File: src/tpm_pkg.sv
// constants and carrier types of the capture/compare/pwm timer
package timer_pkg;
   localparam int CH_MAX = 8;
   // register byte offsets
   localparam logic [7:0] OFS_CTRL = 8'h00;
   localparam logic [7:0] OFS_COUNT = 8'h04;
   localparam logic [7:0] OFS_MOD = 8'h08;
   localparam logic [7:0] OFS_STAT = 8'h0C;
   // per-channel pages, channel n at page base + 4n
   localparam logic [2:0] CCTL_PAGE = 3'h1;
   localparam logic [2:0] CVAL_PAGE = 3'h2;
   // field positions
   localparam int CTRL_CLKS_LSB = 0;
   localparam int CTRL_CA_BIT = 2;
   localparam int CTRL_PS_LSB = 3;
   localparam int STAT_OVF_BIT = 0;
   localparam int STAT_CH_LSB = 8;
   // reset values
   localparam logic [15:0] CNT_RST = 16'h0000;
   localparam logic [15:0] MOD_RST = 16'h0000;
   localparam logic [15:0] CV_RST = 16'h0000;
   localparam logic [6:0] PRE_RST = 7'h00;
   // counter limits
   localparam logic [15:0] MOD_FREE_LO = 16'h0000;
   localparam logic [15:0] MOD_FREE_HI = 16'hFFFF;
   // clock select codes
   localparam logic [1:0] CLKS_OFF = 2'h0;
   localparam logic [1:0] CLKS_BUS = 2'h1;
   localparam logic [1:0] CLKS_FIX = 2'h2;
   localparam logic [1:0] CLKS_EXT = 2'h3;
   // channel mode and edge/level codes
   localparam logic [1:0] MS_CAPT = 2'h0;
   localparam logic [1:0] MS_COMP = 2'h1;
   localparam logic [1:0] ELS_OFF = 2'h0;
   localparam logic [1:0] ELS_TGL = 2'h1;
   localparam logic [1:0] ELS_HI_TRUE = 2'h2;
   typedef struct packed {
      logic [1:0] ms;
      logic [1:0] els;
   } chan_cfg_s;
   typedef struct packed {
      logic [15:0] value;
      logic step;
      logic up;
   } cnt_bus_s;
endpackage

File: src/timer_module.sv
// 16-bit capture/compare/pwm timer with wishbone registers
// ---------------------------------------------------------------
// How it works
// - one shared two-way pin per channel, 1-8
// - 16-bit counter, free or modulo, up/down centred
// - modulo all zeros or all ones runs free
// - counter reads never disturb counting
// - any counter byte write clears it
// - centre select makes every channel centre pwm
// - shared external clock pin drops channel pin
// - pin released when edge select or clock off
// - centre select or mode bits choose channel function
// - capture mode pin is edge input
// - capture input synchronised; four cycles reliable
// - compare toggles, clears or sets on match
// - toggle keeps old level until match
// - high-true pwm: high at zero, low at match
// - low-true pwm: low at zero, high at match
// - centre high-true: clear up, set down
// - centre low-true: set up, clear down
// - centre mode up to modulo, down to zero
// - edge pwm period is modulo plus one
// - clock select off, bus, fixed, external
// ---------------------------------------------------------------
//
// The Wishbone interface to the registers and the placing of the registers were decided locally.
`timescale 1ns/1ps
`default_nettype none
module timer_module
   import timer_pkg::*;
#(
   parameter int N_CH = CH_MAX,
   parameter bit EXT_SHARED = 1'b1,
   parameter int EXT_CH = 0
)
(
   // clock and reset
   input wire logic clk_i,
   input wire logic rst_i,
   // wishbone slave
   input wire logic wb_cyc_i,
   input wire logic wb_stb_i,
   input wire logic wb_we_i,
   input wire logic [7:0] wb_adr_i,
   input wire logic [3:0] wb_sel_i,
   input wire logic [31:0] wb_dat_i,
   output logic [31:0] wb_dat_o,
   output logic wb_ack_o,
   // count sources
   input wire logic fixed_tick_i,
   input wire logic external_count_clock_i,
   // channel pins
   input wire logic [N_CH-1:0] channel_pin_i,
   output logic [N_CH-1:0] channel_pin_o,
   output logic [N_CH-1:0] channel_pin_oe_n_o
);
   // ---------------------------------------------------------------
   // pin synchronisers
   // ---------------------------------------------------------------
   logic [N_CH:0] pin_lvl;

   in_sync #(
      .W(N_CH + 1)
   )
   u_sync (
      .clk_i(clk_i),
      .rst_i(rst_i),
      .d_i({external_count_clock_i, channel_pin_i}),
      .q_o(pin_lvl)
   );

   // ---------------------------------------------------------------
   // bus decode
   // ---------------------------------------------------------------
   logic req, wr, rd_req, al;
   logic a_ctrl, a_count, a_mod, a_stat, a_cctl, a_cval;
   logic [2:0] idx;
   logic ack_r, ack_nxt;
   logic [31:0] dat_r, dat_nxt, rd;

   assign req = wb_cyc_i && wb_stb_i;
   assign wr = req && wb_we_i && ack_r;
   assign rd_req = req && !wb_we_i && !ack_r;
   assign idx = wb_adr_i[4:2];
   assign al = (wb_adr_i[1:0] == 2'h0);
   assign a_ctrl = (wb_adr_i == OFS_CTRL);
   assign a_count = (wb_adr_i == OFS_COUNT);
   assign a_mod = (wb_adr_i == OFS_MOD);
   assign a_stat = (wb_adr_i == OFS_STAT);
   assign a_cctl = al && (wb_adr_i[7:5] == CCTL_PAGE) && (int'(idx) < N_CH);
   assign a_cval = al && (wb_adr_i[7:5] == CVAL_PAGE) && (int'(idx) < N_CH);

   // ---------------------------------------------------------------
   // control registers
   // ---------------------------------------------------------------
   logic [1:0] clks_r, clks_nxt;
   logic ca_r, ca_nxt;
   logic [2:0] ps_r, ps_nxt;
   logic [15:0] mod_r, mod_nxt;
   chan_cfg_s cfg_r [N_CH];
   chan_cfg_s cfg_nxt [N_CH];

   always_comb
   begin
      clks_nxt = clks_r;
      ca_nxt = ca_r;
      ps_nxt = ps_r;
      mod_nxt = mod_r;
      cfg_nxt = cfg_r;
      if (wr && a_ctrl && wb_sel_i[0])
      begin
         clks_nxt = wb_dat_i[CTRL_CLKS_LSB +: 2];
         ca_nxt = wb_dat_i[CTRL_CA_BIT];
         ps_nxt = wb_dat_i[CTRL_PS_LSB +: 3];
      end
      if (wr && a_mod)
      begin
         if (wb_sel_i[0])
            mod_nxt[7:0] = wb_dat_i[7:0];
         if (wb_sel_i[1])
            mod_nxt[15:8] = wb_dat_i[15:8];
      end
      for (int n = 0; n < N_CH; n++)
      begin
         if (wr && a_cctl && int'(idx) == n && wb_sel_i[0])
            cfg_nxt[n] = chan_cfg_s'(wb_dat_i[3:0]);
      end
   end

   always_ff @(posedge clk_i)
   begin
      if (rst_i)
      begin
         clks_r <= CLKS_OFF;
         ca_r <= 1'b0;
         ps_r <= 3'h0;
         mod_r <= MOD_RST;
         for (int n = 0; n < N_CH; n++)
            cfg_r[n] <= '0;
      end
      else
      begin
         clks_r <= clks_nxt;
         ca_r <= ca_nxt;
         ps_r <= ps_nxt;
         mod_r <= mod_nxt;
         cfg_r <= cfg_nxt;
      end
   end

   // ---------------------------------------------------------------
   // clock source, prescaler and counter
   // ---------------------------------------------------------------
   logic ext_lvl, ext_rise, src_tick, pre_tick, cnt_clr, ovf_set;
   logic [6:0] pre_r, pre_nxt, pre_mask;
   logic [15:0] cnt_r, cnt_nxt, eff_mod;
   logic up_r, up_nxt, step_r, step_nxt, ext_prev_r;
   cnt_bus_s cbus;

   assign ext_lvl = EXT_SHARED ? pin_lvl[EXT_CH] : pin_lvl[N_CH];
   assign ext_rise = ext_lvl && !ext_prev_r;
   assign pre_mask = 7'h7F >> (3'h7 - ps_r);
   assign pre_tick = src_tick && ((pre_r & pre_mask) == pre_mask);
   assign cnt_clr = wr && a_count && (|wb_sel_i[1:0]);
   assign eff_mod = (mod_r == MOD_FREE_LO || mod_r == MOD_FREE_HI) ? MOD_FREE_HI : mod_r;

   always_comb
   begin
      unique case (clks_r)
         CLKS_OFF: src_tick = 1'b0;
         CLKS_BUS: src_tick = 1'b1;
         CLKS_FIX: src_tick = fixed_tick_i;
         CLKS_EXT: src_tick = ext_rise;
      endcase
   end

   always_comb
   begin
      cnt_nxt = cnt_r;
      up_nxt = up_r;
      pre_nxt = pre_r;
      step_nxt = 1'b0;
      ovf_set = 1'b0;
      if (src_tick)
         pre_nxt = pre_r + 7'h01;
      if (cnt_clr)
      begin
         cnt_nxt = CNT_RST;
         up_nxt = 1'b1;
         pre_nxt = PRE_RST;
      end
      else if (pre_tick)
      begin
         step_nxt = 1'b1;
         if (!ca_r)
         begin
            up_nxt = 1'b1;
            if (cnt_r == eff_mod)
            begin
               cnt_nxt = CNT_RST;
               ovf_set = 1'b1;
            end
            else
               cnt_nxt = cnt_r + 16'h0001;
         end
         else if (up_r)
         begin
            if (cnt_r >= eff_mod)
            begin
               up_nxt = 1'b0;
               cnt_nxt = cnt_r - 16'h0001;
            end
            else
               cnt_nxt = cnt_r + 16'h0001;
         end
         else if (cnt_r == CNT_RST)
         begin
            up_nxt = 1'b1;
            cnt_nxt = 16'h0001;
         end
         else
         begin
            cnt_nxt = cnt_r - 16'h0001;
            ovf_set = (cnt_r == 16'h0001);
         end
      end
   end

   always_ff @(posedge clk_i)
   begin
      if (rst_i)
      begin
         cnt_r <= CNT_RST;
         up_r <= 1'b1;
         pre_r <= PRE_RST;
         step_r <= 1'b0;
         ext_prev_r <= 1'b0;
      end
      else
      begin
         cnt_r <= cnt_nxt;
         up_r <= up_nxt;
         pre_r <= pre_nxt;
         step_r <= step_nxt;
         ext_prev_r <= ext_lvl;
      end
   end

   assign cbus = '{value: cnt_r, step: step_r, up: up_r};

   // ---------------------------------------------------------------
   // channels
   // ---------------------------------------------------------------
   logic [N_CH-1:0] ch_flag;
   logic [15:0] cv_w [N_CH];

   for (genvar g = 0; g < N_CH; g++)
   begin : g_ch
      chan_unit u_ch (
         .clk_i(clk_i),
         .rst_i(rst_i),
         .cnt_i(cbus),
         .cfg_i(cfg_r[g]),
         .ca_i(ca_r),
         .clk_on_i(clks_r != CLKS_OFF),
         .pin_lost_i(EXT_SHARED && g == EXT_CH && clks_r == CLKS_EXT),
         .pin_lvl_i(pin_lvl[g]),
         .pin_o(channel_pin_o[g]),
         .pin_oe_n_o(channel_pin_oe_n_o[g]),
         .cv_wr_i(wr && a_cval && int'(idx) == g),
         .cv_sel_i(wb_sel_i[1:0]),
         .cv_wdata_i(wb_dat_i[15:0]),
         .cv_o(cv_w[g]),
         .flag_o(ch_flag[g])
      );
   end

   // ---------------------------------------------------------------
   // status flags, write one to clear, set wins
   // ---------------------------------------------------------------
   logic ovf_r, ovf_nxt;
   logic [N_CH-1:0] chf_r, chf_nxt, chf_clr;

   always_comb
   begin
      chf_clr = '0;
      if (wr && a_stat && wb_sel_i[1])
         chf_clr = wb_dat_i[STAT_CH_LSB +: N_CH];
      ovf_nxt = ovf_set || (ovf_r && !(wr && a_stat && wb_sel_i[0] && wb_dat_i[STAT_OVF_BIT]));
      chf_nxt = ch_flag | (chf_r & ~chf_clr);
   end

   always_ff @(posedge clk_i)
   begin
      if (rst_i)
      begin
         ovf_r <= 1'b0;
         chf_r <= '0;
      end
      else
      begin
         ovf_r <= ovf_nxt;
         chf_r <= chf_nxt;
      end
   end

   // ---------------------------------------------------------------
   // read mux and acknowledge
   // ---------------------------------------------------------------
   always_comb
   begin
      rd = 32'h0000_0000;
      if (a_ctrl)
      begin
         rd[CTRL_CLKS_LSB +: 2] = clks_r;
         rd[CTRL_CA_BIT] = ca_r;
         rd[CTRL_PS_LSB +: 3] = ps_r;
      end
      if (a_count)
         rd[15:0] = cnt_r;
      if (a_mod)
         rd[15:0] = mod_r;
      if (a_stat)
      begin
         rd[STAT_OVF_BIT] = ovf_r;
         rd[STAT_CH_LSB +: N_CH] = chf_r;
      end
      for (int n = 0; n < N_CH; n++)
      begin
         if (a_cctl && int'(idx) == n)
            rd[3:0] = cfg_r[n];
         if (a_cval && int'(idx) == n)
            rd[15:0] = cv_w[n];
      end
   end

   always_comb
   begin
      ack_nxt = req && !ack_r;
      dat_nxt = rd_req ? rd : dat_r;
   end

   always_ff @(posedge clk_i)
   begin
      if (rst_i)
      begin
         ack_r <= 1'b0;
         dat_r <= 32'h0000_0000;
      end
      else
      begin
         ack_r <= ack_nxt;
         dat_r <= dat_nxt;
      end
   end

   assign wb_ack_o = ack_r;
   assign wb_dat_o = dat_r;
endmodule
`default_nettype wire

File: src/in_sync.sv
// three-stage synchroniser with agreement filter
`timescale 1ns/1ps
`default_nettype none
module in_sync #(
   parameter int W = 1
)
(
   // clock and reset
   input wire logic clk_i,
   input wire logic rst_i,
   // asynchronous levels in, stable levels out
   input wire logic [W-1:0] d_i,
   output logic [W-1:0] q_o
);
   logic [W-1:0] s1_r, s2_r, s3_r, q_r;
   logic [W-1:0] q_nxt;

   always_comb
   begin
      q_nxt = q_r;
      for (int i = 0; i < W; i++)
      begin
         if (s2_r[i] == s3_r[i])
         begin
            q_nxt[i] = s3_r[i];
         end
      end
   end

   always_ff @(posedge clk_i)
   begin
      if (rst_i)
      begin
         s1_r <= '0;
         s2_r <= '0;
         s3_r <= '0;
         q_r <= '0;
      end
      else
      begin
         s1_r <= d_i;
         s2_r <= s1_r;
         s3_r <= s2_r;
         q_r <= q_nxt;
      end
   end

   assign q_o = q_r;
endmodule
`default_nettype wire

File: src/chan_unit.sv
// one timer channel: capture, compare, edge and center pwm
`timescale 1ns/1ps
`default_nettype none
module chan_unit
   import timer_pkg::*;
(
   // clock and reset
   input wire logic clk_i,
   input wire logic rst_i,
   // counter and module settings
   input wire cnt_bus_s cnt_i,
   input wire chan_cfg_s cfg_i,
   input wire logic ca_i,
   input wire logic clk_on_i,
   input wire logic pin_lost_i,
   // pin
   input wire logic pin_lvl_i,
   output logic pin_o,
   output logic pin_oe_n_o,
   // channel value access
   input wire logic cv_wr_i,
   input wire logic [1:0] cv_sel_i,
   input wire logic [15:0] cv_wdata_i,
   output logic [15:0] cv_o,
   output logic flag_o
);
   logic active, capt, comp, edge_aligned_pwm, match, rise, fall, cap_hit;
   logic [15:0] cv_r, cv_nxt;
   logic lvl_r, lvl_nxt, prev_r;

   assign active = (cfg_i.els != ELS_OFF) && clk_on_i && !pin_lost_i;
   assign capt = !ca_i && (cfg_i.ms == MS_CAPT);
   assign comp = !ca_i && (cfg_i.ms == MS_COMP);
   assign edge_aligned_pwm = !ca_i && cfg_i.ms[1];
   assign match = cnt_i.step && (cnt_i.value == cv_r);
   assign rise = pin_lvl_i && !prev_r;
   assign fall = !pin_lvl_i && prev_r;
   assign cap_hit = capt && active && ((cfg_i.els[0] && rise) || (cfg_i.els[1] && fall));

   always_comb
   begin
      cv_nxt = cv_r;
      lvl_nxt = lvl_r;
      flag_o = 1'b0;
      if (cv_wr_i)
      begin
         if (cv_sel_i[0])
            cv_nxt[7:0] = cv_wdata_i[7:0];
         if (cv_sel_i[1])
            cv_nxt[15:8] = cv_wdata_i[15:8];
      end
      if (cap_hit)
      begin
         cv_nxt = cnt_i.value;
         flag_o = 1'b1;
      end
      if (comp && match)
      begin
         flag_o = 1'b1;
         if (active)
            lvl_nxt = (cfg_i.els == ELS_TGL) ? !lvl_r : cfg_i.els[0];
      end
      if (edge_aligned_pwm)
      begin
         if (active && cnt_i.step && cnt_i.value == CNT_RST)
            lvl_nxt = !cfg_i.els[0];
         if (match)
         begin
            flag_o = 1'b1;
            if (active)
               lvl_nxt = cfg_i.els[0];
         end
      end
      if (ca_i && match)
      begin
         flag_o = 1'b1;
         if (active)
            lvl_nxt = cnt_i.up ? cfg_i.els[0] : !cfg_i.els[0];
      end
   end

   always_ff @(posedge clk_i)
   begin
      if (rst_i)
      begin
         cv_r <= CV_RST;
         lvl_r <= 1'b0;
         prev_r <= 1'b0;
      end
      else
      begin
         cv_r <= cv_nxt;
         lvl_r <= lvl_nxt;
         prev_r <= pin_lvl_i;
      end
   end

   assign pin_o = lvl_r;
   assign pin_oe_n_o = !(active && !capt);
   assign cv_o = cv_r;
endmodule
`default_nettype wire

File: config.mk
export PLATFORM = sky130hd
export DESIGN_NAME = timer_module
export DESIGN_NICKNAME = d
export VERILOG_FILES = /design/src/tpm_pkg.sv /design/src/timer_module.sv /design/src/in_sync.sv /design/src/chan_unit.sv
export SDC_FILE = /design/constraint.sdc
export NUM_CORES = 1
export LEC_CHECK = 0
export ABC_AREA = 1
export CORE_MARGIN = 2
export CORE_UTILIZATION = 55
export DETAILED_ROUTE_END_ITERATION = 16
export DONT_BUFFER_PORTS = 1
export PLACE_DENSITY = 0.75
export SYNTH_ARGS = -nofsm -noshare
export SYNTH_HDL_FRONTEND = slang
export SYNTH_HIERARCHICAL = 1
export SYNTH_SLANG_ARGS = --single-unit
File: constraint.sdc
create_clock -name clk_i -period 3.65 [get_ports clk_i]
set_clock_uncertainty 0.15 [all_clocks]
set_input_delay 0 -clock clk_i [delete_from_list [all_inputs] [get_ports clk_i]]
set_output_delay 0 -clock clk_i [all_outputs]
set_load 0.05 [all_outputs]
# --- Word-level counts from Yosys, hierarchy flattened ---
# Index checks and enable logic that the tools add are counted.
# Widths: inputs -> output; s select.
classes:
  n_addsub: 4
  multipliers: 0
  div_mod_pow: 0
  magnitude_cmp: 1
  n_eq_ne: 51
  n_shift: 1
  mux: 178
  n_bitwise: 4
  reduce_logical: 320
op_table:
  columns: ["operator", "n"]
  rows:
  - ["$mux 16", 32]
  - ["$logic_and 1x1->1", 190]
  - ["$eq 16x16->1", 9]
  - ["$mux 1", 132]
  - ["$reduce_bool 2->1", 33]
  - ["$logic_not 1->1", 53]
  - ["$reduce_and 2->1", 18]
  - ["$eq 2x1->1 const B", 17]
  - ["$logic_not 16->1", 2]
  - ["$mux 4", 8]
  - ["$mux 8", 4]
  - ["$logic_not 2->1", 10]
  - ["$add 16x1->16 const B", 1]
  - ["$eq 16x1->1 const B", 1]
  - ["$eq 16x16->1 const B", 1]
  - ["$eq 8x4->1 const B", 2]
  - ["$ge 16x16->1", 1]
  - ["$sub 16x1->16 const B", 1]
  - ["$eq 3x3->1 const B", 4]
  - ["$logic_or 1x1->1", 10]
  - ["$eq 3x2->1 const B", 3]
  - ["$and 8x8->8", 1]
  - ["$eq 1x1->1", 8]
  - ["$eq 8x3->1 const B", 1]
  - ["14 further kinds", 17]
word_totals:
  reg_bits: 281
  latch_bits: 0
  ramBits: 0
  romBits: 0
  input_bits: 59
  mem_count: 0

# --- Logic depth before layout (Yosys ltp) ---
# Gate-level depths: netlist of the first run.
logic_depth:
  depth_word: 21
  mapped_depth: 20
  ltp_nobuf: 19

# --- Modules after synthesis ---
# Netlist of the first run, hierarchy kept.
modules_own_cells:
  columns: ["module", "n_inst", "cells_each", "area_each_um2", "seq_area_each_um2"]
  rows:
  - ["chan_unit", 8, 241, 1387.6, 360.3]
  - ["timer_module", 1, 1107, 7011.7, 2122.0]
  - ["in_sync", 1, 121, 1126.1, 720.7]

# --- Worst setup path after synthesis of the first run ---
# OpenSTA, ideal clock, no wires.
synth_timing:
  path_kind: "register -> register"
  start: "register mod_r[11]"
  end: "register cnt_r[6]"
  setup_time_ns: 0.095
  t_arrival_ns: 3.113
  path_slack_ns: 0.292
  stages_incl_launch_ff: 17
  synth_period_minus_slack_ns: 3.358
  cell_sequence: "dfxtp_1 nand4_1 or4_1 nand2_1 clkbuf_1 nor2_1 ha_1 nand2_1 inv_1 a221oi_1 o211ai_1 a21oi_1 nand3_2 nand2_1 buf_2 o211ai_1 a221oi_1"
synth_between:
  elab_chain_cells: 7
  elab_cells_between_ends: 10
  classes_between: "order compare (1); eq/ne (2); mux (5); reduce/logical (2)"
synth_lines:
  columns: ["element", "line", "text"]
  rows:
  - ["from (decl)", "timer_module.sv:99", "logic [15:0] mod_r, mod_nxt;"]
  - ["from (signal assigned)", "timer_module.sv:146", "mod_r <= mod_nxt;"]
  - ["$eq 16x16->1 or $logic_not 16->1 (tied branches)", "timer_module.sv:165", "assign eff_mod = (mod_r == MOD_FREE_LO || mod_r == MOD_FREE_HI) ? MOD_FREE_HI : mod_r;"]
  - ["$logic_or 1x1->1", "timer_module.sv:165", null]
  - ["$mux 16 (*)", "timer_module.sv:165", null]
  - ["$ge 16x16->1", "timer_module.sv:208", "if (cnt_r >= eff_mod)"]
  - ["$mux 16", "timer_module.sv:208", null]
  - ["$mux 16", "timer_module.sv:206", "else if (up_r)"]
  - ["$mux 16 (*)", "timer_module.sv:195", "if (!ca_r)"]
  - ["to (signal assigned)", "timer_module.sv:241", "cnt_r <= cnt_nxt;"]
  - ["to (decl)", "timer_module.sv:156", "logic [15:0] cnt_r, cnt_nxt, eff_mod;"]
# Every way passes the cells marked *; elsewhere a longest branch is shown, timed or not.
# A chain may end at the register's enable or synchronous reset.

# --- Final worst setup path of the first run ---
layout_timing:
  start: "input wb_adr_i[7]"
  end: "register dat_r[6], in the netlist wb_dat_o[6]"
layout_between:
  elab_chain_cells: 11
  elab_cells_between_ends: 22
  classes_between: "eq/ne (3); mux (10); reduce/logical (9)"
layout_lines:
  columns: ["element", "line", "text"]
  rows:
  - ["from (decl)", "timer_module.sv:44", "input wire logic [7:0] wb_adr_i,"]
  - ["$eq 8x3->1 or $eq 3x2->1 (tied branches)", "timer_module.sv:87, timer_module.sv:91", null]
  - ["$mux 16 or $logic_and 1x1->1 (tied branches)", "timer_module.sv:319, timer_module.sv:91", null]
  - ["$mux 16 or $logic_and 1x1->1 (tied branches)", "timer_module.sv:321, timer_module.sv:332", null]
  - ["$mux 16 (7 in series)", "timer_module.sv:332", "if (a_cval && int'(idx) == n)"]
  - ["$mux 16 (*)", "timer_module.sv:332", null]
  - ["to (signal assigned)", "timer_module.sv:353", "dat_r <= dat_nxt;"]
  - ["to (decl)", "timer_module.sv:79", "logic [31:0] dat_r, dat_nxt, rd;"]
# Marked as above.

==> summary.txt, run 1 <==
Cells and area
  – Multi-input gate area: 11100 sq um
  – Layout area overhead: 12.4%
  – Layout cells sized above 1: 0.100
  – Register area: 5660 sq um
  – Net count, final: 3297
  – Final-layout fill cell count: 3236

STA
  – Final setup vio count: 0
  – Max Freq: 281 MHz
  – Final min period: 3.56 ns
  – Final hold viol count: 0
  – RSZ-0062 raised after global routing: false
  – Setup_tns: 0 ns
  – Final max-slew violation count: 0
  – Setup slack after layout: 0.0947 ns
  – Worst-Margin Slew: 1.20 ns
  – Final period util: 0.974
  – Slew headroom: 0.199

Worst setup path
  – Crit-path slowest cell: a221oi_1
  – Arr. time, crit path: 3.80 ns
  – Critical path buffers and inverters: 4
  – Crit path largest cell delay: 0.63 ns
  – CP Cell Sequence: dlygate4sd3_1 > nor2_1 > dlygate4sd3_1 > nand2_1 > inv_2 > nand2_1 > inv_1 > a221oi_1 > nand4_1 > a21oi_1 > nand4_1 > nand2_1 > a21oi_1
  – Setup CP Type: in -> reg
  – Startpoint types: input port
  – CP most frequent cell: nand2_1
  – Worst Setup End Kind: register
  – Critical path's top delay family: buffers and inverters
  – Worst EP required: 3.90 ns
  – Worst-path fanout max: 14

Drt
  – Vias per inst: 5.90
  – Post-route DRC: 0
  – Post-route antenna net violation count: 0
  – First drt pass iteration count: 6
  – 1st-iter DRT viols: 2459
  – Vias: 21.9k
  – Wirelength per Cell: 20.1 um
  – Total Wirelength: 74.4 mm

Clock network
  – Total CTS buffers: 35
  – Longest Clk Path Bufs: 3
  – Clk Latency, worst-skew pair: 0.54 ns
  – CTS Root Cell: clkbuf_16
  – CTS tree: built
  – H-Tree Level Count: 2
  – Sinks on Clock Net: 282
  – Clk slew on worst S/H paths: 0.06 ns

Pwr
  – Peak supply drop: 355 uV
  – Leakage: 8.96 nW
  – Power Dens Cells: 320 nW/um^2

Hold path
  – Worst hold path type: in -> reg

Global routing
  – GRT Resource Usage Total: 0.405
  – Largest net degree at the start of global routing: 92
  – Vias in the first global route: 20.0k
  – First-pass GRT wire length: 113 mm
  – Initial antenna violation count: 7
  – Total gr overflow: 0

Placement
  – PortBufs: 0
  – HPWL after detailed placement: 50.5 mm
  – Pre-CTS setup slack: 0.155 ns
  – Gpl congestion: 1.07

Floorplanning
  – Die width: 190 um
  – Core Rows: 68
  – DIE AREA: 36300 sq um
  – Die Height: 190 um
  – Floorplan core area: 34400 sq um
  – Initial Util: 0.556
  – IO Count: 108

Yosys
  – Synthesized area: 19100 sq um
  – Syn Inst Count: 3143
  – Syn. warnings: 6
  – Mean Syn Cell Area: 6.08 sq um

Run status
  – Status: completed

Flow run
  – Max Cap Viol: 0
-- state kept, by name (all words and copies together), names as in the netlist, 16 cells and up --
register,cells
cfg_r,32
wb_dat_o,16
cnt_r,16
mod_r,16
g_ch.u_ch/cv_o,128
-- per-stage QoR --
| stage | hold slack, ns | area [sq um] | utilization | total power (W) | cells |
|---|---|---|---|---|---|
| 5_1_grt | 0.0702 | 21500 | 0.625 | 0.00700 | 3701 |
| 4_1_cts | 0.000741 | 21400 | 0.623 | 0.00687 | 3694 |
| 3_3_place_gp | -0.0690 | 19600 | 0.571 | 0.00332 | 3569 |
| 6_report | 0.0268 | 21500 | 0.625 | 0.00688 | 3703 |
| 2_1_floorplan | -0.0806 | 19200 | - | 0.00331 | 3165 |
| 3_5_place_dp | -0.0661 | 19600 | 0.571 | 0.00332 | 3569 |
-- final timing paths --
| kind | startpoint | end | slack (ns) | cells past startpoint |
|---|---|---|---|---|
| min reg2reg | u_sync/s1_r[5] | u_sync/s2_r[5] | 0.25 | 2 |
| min | wb_adr_i[2] | cfg_r[24] | 0.03 | 6 |
| max reg2reg | wb_ack_o | mod_r[1] | 0.19 | 10 |
| max | wb_adr_i[7] | wb_dat_o[6] | 0.09 | 13 |
-- where the power goes --
group	leakage [nW]	switching, W	total [W]	internal, W
clock network	0.536	0.00143	0.00346	0.00203
logic	6.15	0.000246	0.000321	0.0000745
registers	2.28	0.00000846	0.00310	0.00309
-- routing by layer --
metal | vias up | global-route usage | wire (um)
met4 | 2 | 0.233 | 5240
met1 | 9954 | 0.524 | 28200
met2 | 1408 | 0.612 | 31100
met5 | - | 0 | 10
li1 | 10182 | - | -
met3 | 317 | 0.0988 | 9880
-- worst min-delay path, delay by kind of cell --
kind | cells | cell delay (ns)
and+or+nand+nor | 5 | 0.60
AOI/OAI and AO/OA | 1 | 0.05
-- repair_timing --
item,in CTS,in global routing
endpoints found under the hold margin,282,0
gates resized for setup,0,14
endpoints found under the setup margin,0,16
buffers inserted,0,1
hold buffers,65,0
-- area by class of cell --
class / count / share of cell area
multi-input cells: 2270 / 0.517
clock buffers: 54 / 0.0484
well taps: 455 / 0.0265
inverters: 510 / 0.0895
flip-flops and latches: 282 / 0.263
diodes: 8 / 0.000931
repair buffers: 118 / 0.0523
clock inverters: 6 / 0.00268
-- layout by cell type, fill, tap and decap left out, types with 6 or more instances in the layout --
| cell | count |
|---|---|
| a31oi_1 | 55 |
| diode_2 | 8 |
| a21oi_4 | 16 |
| o21ai_2 | 8 |
| clkinv_1 | 19 |
| nor3_1 | 53 |
| clkbuf_1 | 12 |
| ha_1 | 21 |
| dlygate4sd3_1 | 61 |
| nor2_4 | 17 |
| a211oi_1 | 23 |
| dfxtp_1 | 273 |
| a21oi_1 | 165 |
| nand2_1 | 842 |
| xnor2_1 | 34 |
| o31ai_1 | 9 |
| nor2_1 | 355 |
| or2_2 | 11 |
| conb_1 | 23 |
| o21ai_0 | 320 |
| nand2_2 | 41 |
| nand3_2 | 12 |
| xor2_1 | 17 |
| nor4_1 | 6 |
| dfxtp_2 | 9 |
| buf_4 | 50 |
| o211ai_1 | 6 |
| inv_2 | 71 |
| nor2_2 | 23 |
| inv_1 | 418 |
| clkbuf_16 | 37 |
| nand3b_1 | 8 |
| nand4_1 | 83 |
| nand3_1 | 78 |
| a221oi_1 | 12 |
Note: power is estimated with default switching activity, not from simulation.
==> run 2, diff against run 1 <==
--- a/config.mk
+++ b/config.mk
@@ -7,10 +7,10 @@
 export LEC_CHECK = 0
 export ABC_AREA = 1
 export CORE_MARGIN = 2
-export CORE_UTILIZATION = 55
+export CORE_UTILIZATION = 51
 export DETAILED_ROUTE_END_ITERATION = 16
 export DONT_BUFFER_PORTS = 1
-export PLACE_DENSITY = 0.75
+export PLACE_DENSITY = 0.71
 export SYNTH_ARGS = -nofsm -noshare
 export SYNTH_HDL_FRONTEND = slang
 export SYNTH_HIERARCHICAL = 1
==> run 2 against run 1 <==
Against the previous run: highest routed layer unchanged; worst setup slack better by 0.087 ns; maximum frequency is 2.5% higher; critical endpoint is now wb_dat_o[1]; via count is 0.54% lower; wire length is 1.8% higher; global-route usage is 2.2 points lower; combinational power hardly changed.
==> summary.txt, run 2 (synthesis gave the netlist of run 1 again) <==
Run status
  – Status: completed

STA
  – Final hold viol count: 0 (unchanged)
  – RSZ-0062 raised after global routing: false
  – Final max-slew violation count: 0 (unchanged)
  – Slew headroom: 0.124 (-0.0748)
  – Final setup vio count: 0 (unchanged)
  – Final min period: 3.47 ns (-0.0868 ns)
  – Final period util: 0.950 (-0.0238)
  – Worst-Margin Slew: 1.31 ns (+0.115 ns)
  – Max Freq: 288 MHz (+2.5%)

Worst setup path
  – Worst-path fanout max: 14 (unchanged)
  – Reg2reg path depth: 16 (+6)
  – Startpoint types: input port
  – Worst R2R End: cnt_r[3]
  – Setup CP Type: in -> reg
  – Worst Setup End Kind: register
  – R2R Path Start: mod_r[0]
  – Reg2reg setup slack: 0.23 ns (+0.04 ns)
  – Worst EP required: 3.93 ns (+0.03 ns)
  – Arr. time, crit path: 3.75 ns (-0.05 ns)

Drt
  – Post-route antenna net violation count: 0 (unchanged)
  – Vias per inst: 5.84 (-1.1%)
  – Vias: 21.7k (-0.54%)
  – Total Wirelength: 75.7 mm (+1.8%)
  – First drt pass iteration count: 8 (+2)
  – Wirelength per Cell: 20.3 um (+1.2%)
  – Post-route DRC: 0 (unchanged)
  – 1st-iter DRT viols: 2559 (+4.1%)

Global routing
  – Vias in the first global route: 20.2k (+1.1%)
  – GRT Resource Usage Total: 0.382 (-0.0224)
  – Largest net degree at the start of global routing: 91 (-1.1%)
  – First-pass GRT wire length: 114 mm (+0.90%)
  – Total gr overflow: 0 (unchanged)
  – Initial antenna violation count: 8 (+1)

Placement
  – DP Cell Count: 3586 (+0.48%)
  – PortBufs: 0 (unchanged)
  – Gpl congestion: 1.04 (-3.2%)
  – HPWL after detailed placement: 52.0 mm (+2.9%)

Pwr
  – Total power: 0.00724 W (+5.3%)
  – Peak supply drop: 427 uV (+20%)
  – Power Dens Cells: 334 nW/um^2 (+4.5%)
  – Leakage: 9.03 nW (+0.77%)

Clock network
  – CTS tree: built
  – CTS Root Cell: clkbuf_16
  – Sinks on Clock Net: 282 (unchanged)
  – Total CTS buffers: 35 (unchanged)
  – H-Tree Level Count: 2 (unchanged)
  – Clk Latency, worst-skew pair: 0.55 ns (about the same)
  – Clk slew on worst S/H paths: 0.06 ns (about the same)
  – Longest Clk Path Bufs: 3 (unchanged)

Flow run
  – Max Cap Viol: 0 (unchanged)

Cells and area
  – Net count, final: 3298 (+0.030%)
  – Register area: 5650 sq um (about the same)
  – Layout cells sized above 1: 0.107 (+0.00666)
  – Layout area overhead: 13.3%
  – Multi-input gate area: 11100 sq um (+0.33%)
  – Commonest non-fill, non-tap cell in the layout: nand2_1
  – Max reg flops: 128 (unchanged)
  – Final-layout fill cell count: 3595 (+11%)
  – Final Non-Filler Cells: 3724 (+0.57%)
  – Most frequent cells in the layout: 840 x nand2_1, 417 x inv_1, 355 x nor2_1

Hold path
  – Worst hold path type: in -> reg
  – Worst Hold Depth: 3 (-3)
  – Hold path endpoint: u_sync/s1_r[1]
  – HP Start: channel_pin_i[1]

Floorplanning
  – IO Count: 108 (unchanged)
  – Core Rows: 70 (+2.9%)
  – Die width: 198 um (+3.8%)
  – Initial Util: 0.520 (-0.0365)
  – DIE AREA: 39100 sq um (+7.7%)
  – Floorplan core area: 36800 sq um (+7.0%)
  – Die Height: 198 um (+3.8%)
run 2: changes by cell type in the layout (fill, tap and decap cells not counted), moves of 4 or more:
cell           before  now
buf_4              50   59
dlygate4sd3_1      61   55
bufinv_16           1    5
diode_2             8   12
clkbuf_1           12    5
nand2_2            41   45
run 2: critical path, cell delays in order:
cell           delay, ns
dlygate4sd3_1       0.75
nor2_1              0.07
nand2_1             0.13
inv_2               0.10
nand2_1             0.19
inv_1               0.27
a21oi_1             0.37
nand4_1             0.17
nor2_1              0.28
nand4_1             0.13
nand2_1             0.11
nand4_1             0.08
nand2_1             0.18
nand4_1             0.16
nand2_1             0.11
a21oi_1             0.06
dlygate4sd3_1       0.58
run 2: area by class of cell:
class                           instances  area share
Tap cell                              468      0.0270
Clock inverter                         14     0.00936
Timing Repair Buffer                  118      0.0499
Multi-Input combinational cell       2271       0.514
Inverter                              510      0.0888
Antenna cell                           12     0.00139
Sequential cell                       282       0.261
Clock buffer                           49      0.0481
run 2: stage by stage:
step	setup TNS [ns]	hold slack (ns)	area, sq um	utilization	worst slack [ns]
after floorplan	0	-0.0806	19200	-	0.292
after global placement	0	-0.0642	19700	0.534	0.106
after detailed placement	-0.00151	-0.0663	19700	0.534	-0.00151
after CTS	0	0.00169	21500	0.586	0.0446
after global routing	0	0.0372	21600	0.588	0.00700
final	0	0.0125	21700	0.589	0.181
run 2: worst max-delay path by stage:
stage                           start          end  slack [ns]  depth (start not counted)
after floorplan             mod_r[11]     cnt_r[6]        0.29                         16
after global placement      mod_r[10]     cnt_r[8]        0.11                         16
after detailed placement     mod_r[0]     cnt_r[1]      -0.002                         17
after CTS                    mod_r[0]     cnt_r[6]        0.04                         14
after global routing         mod_r[0]     cnt_r[1]       0.007                         17
final                     wb_adr_i[4]  wb_dat_o[1]        0.18                         17
run 2: report_power, final:
group          leakage, nW  internal, W  switching, W
registers             2.28      0.00309    0.00000878
logic                 6.15    0.0000744      0.000246
clock network        0.607      0.00235       0.00147
total                 9.03      0.00551       0.00173
run 2: timing repair:
action | CTS | global route
hold buffers | 59 | 0
hold endpoints to repair | 282 | 0
setup buffers | 0 | 3
pin swaps | 0 | 5
gates resized for setup | 1 | 18
endpoints found under the setup margin | 2 | 17
gates cloned | 0 | 1
run 2: routing by layer:
| layer | global-route usage | part of all wire | vias to the layer above |
|---|---|---|---|
| met4 | 0.256 | 0.075 | 2 |
| li1 | - | - | 10199 |
| met5 | 0 | 0.00017 | - |
| met2 | 0.579 | 0.41 | 1368 |
| met3 | 0.0837 | 0.13 | 342 |
| met1 | 0.487 | 0.39 | 9834 |
